## src/pkg/irq_bank_map.svh

```systemverilog
`ifndef IRQ_BANK_MAP_SVH
`define IRQ_BANK_MAP_SVH

// ****************************************
// register offsets
// ****************************************
`define OFS_CONTROL     3'h0
`define OFS_ENABLE_0    3'h1
`define OFS_STATUS_0    3'h2
`define OFS_ENABLE_5    3'h3
`define OFS_ENABLE_6    3'h4
`define OFS_ENABLE_7    3'h5
`define OFS_PIN_SELECT  3'h6

// ****************************************
// implemented bits
// ****************************************
`define MASK_CONTROL    8'hc1
`define MASK_ENABLE_0   8'h31
`define MASK_STATUS_RD  8'h31
`define MASK_STATUS_CLR 8'h21
`define MASK_ENABLE_5   8'hf1
`define MASK_ENABLE_6   8'h03
`define MASK_ENABLE_7   8'h31

// ****************************************
// field positions
// ****************************************
`define BIT_GLOBAL_EN   7
`define BIT_PERIPH_EN   6
`define BIT_EDGE_SEL    0
`define BIT_TIMER0      5
`define BIT_CHANGE      4
`define BIT_EXT_PIN     0

// ****************************************
// reset values
// ****************************************
`define RESET_BYTE      8'h00

`endif

```

## src/pkg/irq_bank_pkg.sv

```systemverilog
`default_nettype none

package irq_bank_pkg;

  // per-port change-detect flags, ports a to e
  typedef struct packed {
    logic [7:0] port_e;
    logic [7:0] port_d;
    logic [7:0] port_c;
    logic [7:0] port_b;
    logic [7:0] port_a;
  } port_change_type;

  // peripheral flag bytes for enable registers 5, 6 and 7
  typedef struct packed {
    logic [7:0] flags7;
    logic [7:0] flags6;
    logic [7:0] flags5;
  } periph_flags_type;

endpackage

`default_nettype wire

```

## src/hdl/ext_pin_edge.sv

```systemverilog
`timescale 1ns/1ps
`default_nettype none

module ext_pin_edge (
  // clock and reset
  input  wire logic core_clk,
  input  wire logic rst,
  input  wire logic ce,
  // pin and edge choice
  input  wire logic pin_raw,
  input  wire logic rising_sel,
  // detected edge
  output logic      edge_pulse
);

  logic       prev_q;
  logic [2:0] fill_q;

  // ****************************************
  // previous level and fill tracking
  // ****************************************
  // pin_raw arrives already synchronised; fill_q holds detection off
  // until real pin levels have reached prev_q, so reset is never an edge
  always_ff @(posedge core_clk or posedge rst) begin
    if (rst) begin
      prev_q <= 1'b0;
      fill_q <= 3'h0;
    end else if (ce) begin
      prev_q <= pin_raw;
      fill_q <= {fill_q[1:0], 1'b1};
    end
  end

  // ****************************************
  // edge detect
  // ****************************************
  always_ff @(posedge core_clk or posedge rst) begin
    if (rst) begin
      edge_pulse <= 1'b0;
    end else if (ce) begin
      edge_pulse <= fill_q[2]
                    & (rising_sel ? (pin_raw & ~prev_q) : (~pin_raw & prev_q));
    end
  end

endmodule // ext_pin_edge

`default_nettype wire

```

## src/hdl/peripheral_irq_enable_flag_bank.sv

```systemverilog
// Function
// enable 5 bits 7..4 are writable enables for logic cells 4..1
// enable 5 bit 0 enables the timer1 gate acquisition interrupt
// unimplemented bits ignore writes and read as zero
// sources of enables 1..7 also need the peripheral enable
// enable 6 bit 1 for capture/compare 2, bit 0 for unit 1
// enable 7 bit 5 enables the memory task complete interrupt
// enable 7 bit 4 enables the oscillator rollover interrupt
// enable 7 bit 0 enables the waveform generator interrupt
// all enables and writable flags clear to zero on any reset
// status bit 5 set on timer0 overflow, held until software clears
// status bit 4 reads as the or of all port change flags
// software clears the summary by clearing each port change flag
// status bit 0 set on the external pin event, software clears
// the external interrupt pin is chosen by a select register
// global enable gates every interrupt
// status-0 sources need only the global enable
// edge select: one picks rising edge, zero picks falling edge
// flags set whatever the enables say
// cpu request high while any enabled flag is pending
//
// Design decisions made here: the plain strobed port and the register addresses.

`timescale 1ns/1ps
`default_nettype none

`include "irq_bank_map.svh"

module peripheral_irq_enable_flag_bank
  import irq_bank_pkg::*;
#(
  parameter int PIN_COUNT = 8,
  parameter int SEL_W     = 3
) (
  // clock, reset and enable
  input  wire logic             core_clk,
  input  wire logic             rst,
  input  wire logic             ce,
  // register port
  input  wire logic [2:0]       reg_addr,
  input  wire logic [7:0]       reg_wdata,
  input  wire logic             reg_wr,
  input  wire logic             reg_rd,
  output logic      [7:0]       reg_rdata,
  // event sources
  input  wire logic             timer0_overflow,
  input  wire port_change_type  port_change_flags,
  input  wire periph_flags_type periph_flags,
  input  wire logic [PIN_COUNT-1:0] ext_pins,
  // request to the cpu
  output logic                  cpu_irq
);

  // ****************************************
  // decode
  // ****************************************
  function automatic logic hit(input logic [2:0] a, input logic [2:0] ofs);
    hit = (a == ofs);
  endfunction

  logic [7:0]       control_q;
  logic [7:0]       enable0_q;
  logic [7:0]       periph_en_q [3];
  logic [SEL_W-1:0] ext_pin_source_select;
  logic             timer0_overflow_flag;
  logic             ext_pin_irq_flag;
  logic             ext_edge;
  logic             ext_pin_raw;
  logic             change_detect_summary_flag;
  logic             global_irq_enable;
  logic             periph_irq_global_enable;
  logic             ext_pin_edge_select;
  logic [7:0]       status_view;
  logic [7:0]       rdata_d;
  logic             irq_d;
  logic             core_pending;
  logic             periph_pending;
  logic             status_clr_t0;
  logic             status_clr_ext;

  localparam logic [7:0] PERIPH_MASK [3] = '{
    `MASK_ENABLE_5,
    `MASK_ENABLE_6,
    `MASK_ENABLE_7
  };
  localparam logic [2:0] PERIPH_OFS [3] = '{
    `OFS_ENABLE_5,
    `OFS_ENABLE_6,
    `OFS_ENABLE_7
  };

  assign global_irq_enable        = control_q[`BIT_GLOBAL_EN];
  assign periph_irq_global_enable = control_q[`BIT_PERIPH_EN];
  assign ext_pin_edge_select      = control_q[`BIT_EDGE_SEL];

  // ****************************************
  // control and enable 0
  // ****************************************
  always_ff @(posedge core_clk or posedge rst) begin
    if (rst) begin
      control_q <= `RESET_BYTE;
    end else if (ce && reg_wr && hit(reg_addr, `OFS_CONTROL)) begin
      control_q <= reg_wdata & `MASK_CONTROL;
    end
  end

  always_ff @(posedge core_clk or posedge rst) begin
    if (rst) begin
      enable0_q <= `RESET_BYTE;
    end else if (ce && reg_wr && hit(reg_addr, `OFS_ENABLE_0)) begin
      enable0_q <= reg_wdata & `MASK_ENABLE_0;
    end
  end

  // ****************************************
  // peripheral enables 5, 6 and 7
  // ****************************************
  for (genvar i = 0; i < 3; i++) begin : g_periph_en
    always_ff @(posedge core_clk or posedge rst) begin
      if (rst) begin
        periph_en_q[i] <= `RESET_BYTE;
      end else if (ce && reg_wr && hit(reg_addr, PERIPH_OFS[i])) begin

        periph_en_q[i] <= reg_wdata & PERIPH_MASK[i];
      end
    end
  end

  // ****************************************
  // external pin source
  // ****************************************
  always_ff @(posedge core_clk or posedge rst) begin
    if (rst) begin
      ext_pin_source_select <= '0;
    end else if (ce && reg_wr && hit(reg_addr, `OFS_PIN_SELECT)) begin
      ext_pin_source_select <= reg_wdata[SEL_W-1:0];
    end
  end

  // ****************************************
  // pin synchroniser
  // ****************************************
  // every pin is synchronised ahead of the source mux, so no logic
  // ever reads an asynchronous pin level directly
  logic [PIN_COUNT-1:0] pin_meta_q;
  logic [PIN_COUNT-1:0] pin_sync_q;

  for (genvar p = 0; p < PIN_COUNT; p++) begin : g_pin_sync
    always_ff @(posedge core_clk or posedge rst) begin
      if (rst) begin
        pin_meta_q[p] <= 1'b0;
        pin_sync_q[p] <= 1'b0;
      end else if (ce) begin
        pin_meta_q[p] <= ext_pins[p];
        pin_sync_q[p] <= pin_meta_q[p];
      end
    end
  end

  always_comb begin
    ext_pin_raw = 1'b0;
    if (int'(ext_pin_source_select) < PIN_COUNT) begin
      ext_pin_raw = pin_sync_q[ext_pin_source_select];
    end
  end

  ext_pin_edge u_ext_pin_edge (
    .core_clk   (core_clk),
    .rst        (rst),
    .ce         (ce),
    .pin_raw    (ext_pin_raw),
    .rising_sel (ext_pin_edge_select),
    .edge_pulse (ext_edge)
  );

  // ****************************************
  // status flags
  // ****************************************
  assign status_clr_t0  = reg_wr && hit(reg_addr, `OFS_STATUS_0)
                          && reg_wdata[`BIT_TIMER0];
  assign status_clr_ext = reg_wr && hit(reg_addr, `OFS_STATUS_0)
                          && reg_wdata[`BIT_EXT_PIN];

  always_ff @(posedge core_clk or posedge rst) begin
    if (rst) begin
      timer0_overflow_flag <= 1'b0;
    end else if (ce) begin
      if (timer0_overflow) begin
        timer0_overflow_flag <= 1'b1;
      end else if (status_clr_t0) begin
        timer0_overflow_flag <= 1'b0;
      end
    end
  end

  always_ff @(posedge core_clk or posedge rst) begin
    if (rst) begin
      ext_pin_irq_flag <= 1'b0;
    end else if (ce) begin
      if (ext_edge) begin
        ext_pin_irq_flag <= 1'b1;
      end else if (status_clr_ext) begin
        ext_pin_irq_flag <= 1'b0;
      end
    end
  end

  // summary is not stored, so writes cannot touch it
  assign change_detect_summary_flag = |port_change_flags;

  always_comb begin
    status_view                = 8'h00;
    status_view[`BIT_TIMER0]   = timer0_overflow_flag;
    status_view[`BIT_CHANGE]   = change_detect_summary_flag;
    status_view[`BIT_EXT_PIN]  = ext_pin_irq_flag;
  end

  // ****************************************
  // read port
  // ****************************************
  always_comb begin
    rdata_d = 8'h00;
    if (reg_rd) begin
      unique case (reg_addr)
        `OFS_CONTROL:    rdata_d = control_q;
        `OFS_ENABLE_0:   rdata_d = enable0_q;
        `OFS_STATUS_0:   rdata_d = status_view;
        `OFS_ENABLE_5:   rdata_d = periph_en_q[0];
        `OFS_ENABLE_6:   rdata_d = periph_en_q[1];
        `OFS_ENABLE_7:   rdata_d = periph_en_q[2];
        `OFS_PIN_SELECT: rdata_d = 8'(ext_pin_source_select);
        default:         rdata_d = 8'h00;
      endcase
    end
  end

  always_ff @(posedge core_clk or posedge rst) begin
    if (rst) begin
      reg_rdata <= 8'h00;
    end else if (ce) begin
      reg_rdata <= rdata_d;
    end
  end

  // ****************************************
  // interrupt request
  // ****************************************
  assign core_pending   = |(status_view & enable0_q);
  assign periph_pending = |(periph_flags.flags5 & periph_en_q[0])
                        | |(periph_flags.flags6 & periph_en_q[1])
                        | |(periph_flags.flags7 & periph_en_q[2]);

  assign irq_d = global_irq_enable
               & (core_pending | (periph_irq_global_enable & periph_pending));

  always_ff @(posedge core_clk or posedge rst) begin
    if (rst) begin
      cpu_irq <= 1'b0;
    end else if (ce) begin
      cpu_irq <= irq_d;
    end
  end
endmodule // peripheral_irq_enable_flag_bank

`default_nettype wire

```

## config.mk

```make
export PLATFORM = sky130hd
export DESIGN_NAME = peripheral_irq_enable_flag_bank
export DESIGN_NICKNAME = d
export VERILOG_FILES = /design/src/pkg/irq_bank_pkg.sv /design/src/hdl/ext_pin_edge.sv /design/src/hdl/peripheral_irq_enable_flag_bank.sv
export VERILOG_INCLUDE_DIRS = /design/src /design/src/pkg
export SDC_FILE = /design/constraint.sdc
export NUM_CORES = 1
export LEC_CHECK = 0
export BUFFER_PORTS_ARGS = -buffer_cell sky130_fd_sc_hd__buf_2
export CAP_MARGIN = 20
export CORE_MARGIN = 2
export CORE_UTILIZATION = 48
export CTS_CLUSTER_SIZE = 16
export DETAILED_ROUTE_END_ITERATION = 10
export PLACE_DENSITY_LB_ADDON = 0.12
export SYNTH_ARGS = -nofsm -noshare
export SYNTH_HDL_FRONTEND = slang
export SYNTH_SLANG_ARGS = --single-unit
```

## constraint.sdc

```tcl
create_clock -name core_clk -period 1.9 [get_ports core_clk]
set_input_delay 0.38 -clock core_clk [delete_from_list [all_inputs] [get_ports core_clk]]
set_output_delay 0.38 -clock core_clk [all_outputs]
set_load 0.005 [all_outputs]
```

==> metrics.txt <==
register bit total from synthesis=50; Max clock buf depth=2; CTS sink count=50; Crit path max-delay family=multiplexers; Pins Over Slew Limit=0; CP max-delay cell=mux4_2; grt total ovfl=0; Worst Skew=0.00778 ns; initial drt markers=103; post-route cell area=2970 µm²; CTS root buf=clkbuf_8; commonest non-fill, non-tap cell in the layout=buf_2; CP max stage delay=0.54 ns; Ports=98; vias per inst=5.23; Post-CTS Setup Inserts=0; ANT cells=0; Port Buffer Count=81; peak supply drop=0.000433 V; syn nets=284; commonest non-fill, non-tap cells in the layout=buf_2, dfrtp_1, mux2_2, inv_1, nor4_1; post-route clock period utilization=81.2%; outcome=finished, final reports clean; Initial Utilization=50.2%; crit-path cells=mux4_2 > mux2i_1 > nand4_1 > o221ai_1; cts hold-fix bufs=0; final hold violation count=0; Overall Global Routing Usage=19.7%; vias=1814; Buf/Inv on CP=0; final critical-path required period=1.54 ns; Worst Path Required=2.12 ns; layout cells sized above 1=48.9%; final layout net count=368; core area=4750 µm²; Fmax=0.648 GHz; routed len/inst=14.7 µm; Max Cap Viol=0; H-tree Lvls=2; Layout area overhead=24.6%; first-pass GRT wire length=8.16 mm; initial antenna violation count=0; Yosys warnings=0; clk_lat worst skew=0.30 ns; DIE AREA=5550 µm²; Static Leak=1.35 nW; Worst Path Class, Setup=flip-flop to flip-flop; Die X=74.5 µm; startpoint type of the worst setup path=flip-flop; # rows=25; Netlist cell types=39; Final ANT Viol Nets=0; area of placed instances=2870 µm²; chip height=74.5 µm; register area share after synthesis=52.4%; vias in the first global route=1692; Cells after Synth=195; Mapped Area=2390 µm²; number of buffers created by CTS=5; worst hold path type=primary input to asynchronous set/reset pin; Setup crit end kind=flip-flop; largest net degree at the start of global routing=51; router iterations before antenna repair=4; Final Setup Violations=0; setup TNS=0 ns; unrepaired setup endpoints after global routing=false; worst path arrival time=1.77 ns; routed wire length=5.11 mm; GPL Wtd Cong=0.832; DRC viols=0; Detailed Place HPWL=4.00 mm; clock slew at reported path FFs=0.09 ns; Resized Gates After CTS=0; pwr dens=853 nW/µm²; CTS tree=built; CP max FO=3; syn avg cell area=12.2 µm²
[per-layer routing]
metal  vias up  routed length, µm  global-route usage, %
met5         -                  0                      0
met4         0                 53                   4.76
met3         6                216                   3.93
met2        42               2370                   29.0
met1       872               2470                   30.3
li1        894                  -                      -
[worst min-delay path, stage by stage]
cell    delay [ns]
buf_2         0.10
inv_2         0.06
buf_12        0.25
[cell usage after synthesis]
master / number / share of area [%]
nor2_1: 5 / 0.79
dfrtp_1: 50 / 52
conb_1: 1 / 0.16
nor3b_4: 1 / 0.79
nand3_1: 5 / 1.0
a22o_1: 2 / 0.73
mux4_2: 2 / 1.9
or2_2: 1 / 0.26
nand4_1: 4 / 1.0
o211ai_1: 2 / 0.63
nor3_1: 2 / 0.42
nand3b_1: 2 / 0.63
mux2_2: 35 / 17
nor4_1: 10 / 2.6
o32ai_1: 2 / 0.73
buf_4: 1 / 0.31
and2_2: 1 / 0.31
nor2b_1: 2 / 0.52
clkbuf_1: 1 / 0.16
o31ai_1: 1 / 0.31
and3b_1: 1 / 0.37
o2bb2ai_1: 3 / 1.1
o221ai_1: 1 / 0.37
a21oi_1: 2 / 0.42
nand2_1: 8 / 1.3
mux2i_1: 6 / 2.5
a2111oi_0: 1 / 0.37
a2bb2oi_1: 1 / 0.37
buf_2: 6 / 1.3
inv_1: 12 / 1.9
a31oi_1: 2 / 0.52
nand2b_1: 2 / 0.52
nor4_4: 1 / 0.89
o22ai_1: 5 / 1.3
nand4b_1: 1 / 0.37
nor3_2: 1 / 0.42
a22oi_1: 9 / 2.8
buf_6: 1 / 0.47
o21ai_0: 2 / 0.42
[report_power, final]
| part | leakage [nW] | internal [mW] | total, mW | switching [mW] |
|---|---|---|---|---|
| Sequential | 0.597 | 1.24 | 1.37 | 0.130 |
| Combinational | 0.698 | 0.295 | 0.514 | 0.219 |
| Clock | 0.0514 | 0.300 | 0.653 | 0.353 |
[sequential cells by signal (all words and copies together), names as in the netlist]
register / count
cpu_irq: 1
control_q: 3
reg_rdata: 7
u_ext_pin_edge.prev_q: 1
pin_meta_q: 8
periph_en_q: 10
u_ext_pin_edge.edge_pulse: 1
pin_sync_q: 8
ext_pin_irq_flag: 1
u_ext_pin_edge.fill_q: 3
ext_pin_source_select: 3
timer0_overflow_flag: 1
enable0_q: 3
[cells by family after synthesis]
family                 Yosys count  synth area share [%]
other                            1                 0.157
and+or+nand+nor                 47                  12.3
muxes                           43                  20.9
AOI/OAI and AO/OA               33                  10.1
buffers and inverters           21                  4.09
DFF                             50                  52.4
[final timing paths]
| kind | from | endpoint | slack (ns) | depth (start not counted) |
|---|---|---|---|---|
| worst max register to register | ext_pin_source_select[0]$_DFFE_PP0P_ | u_ext_pin_edge.edge_pulse$_DFFE_PP0P_ | 0.36 | 4 |
| worst max-delay path | ext_pin_source_select[0]$_DFFE_PP0P_ | u_ext_pin_edge.edge_pulse$_DFFE_PP0P_ | 0.36 | 4 |
| min in group core_clk | ext_pins[2] | pin_meta_q[2]$_DFFE_PP0P_ | 0.30 | 2 |
| max in group asynchronous | rst | enable0_q[5]$_DFFE_PP0P_ | 1.58 | 3 |
| worst min-delay path | rst | u_ext_pin_edge.fill_q[1]$_DFFE_PP0P_ | 0.10 | 3 |
| worst min register to register | u_ext_pin_edge.fill_q[0]$_DFFE_PP0P_ | u_ext_pin_edge.fill_q[0]$_DFFE_PP0P_ | 0.47 | 1 |
[cell type report]
type	instances	area, µm²
fill	418	1780
timing repair buffer	86	455
clock buffer	6	82.6
inverter	12	45.0
sequential	50	1250
tap	67	83.8
multi-input combinational	124	1040
clock inverter	2	17.5
[per-stage QoR]
step,utilization (%),hold slack (ns),std cells,power (mW),setup WS [ns]
after floorplan,-,0.431,195,1.70,0.319
after global placement,60.4,0.445,339,1.89,0.231
after detailed placement,60.4,0.445,339,1.91,0.198
after CTS,62.5,0.108,347,2.56,0.360
after global routing,62.5,0.114,347,2.69,0.283
final,62.5,0.103,347,2.53,0.356
Power figures use the tool's default switching activity.
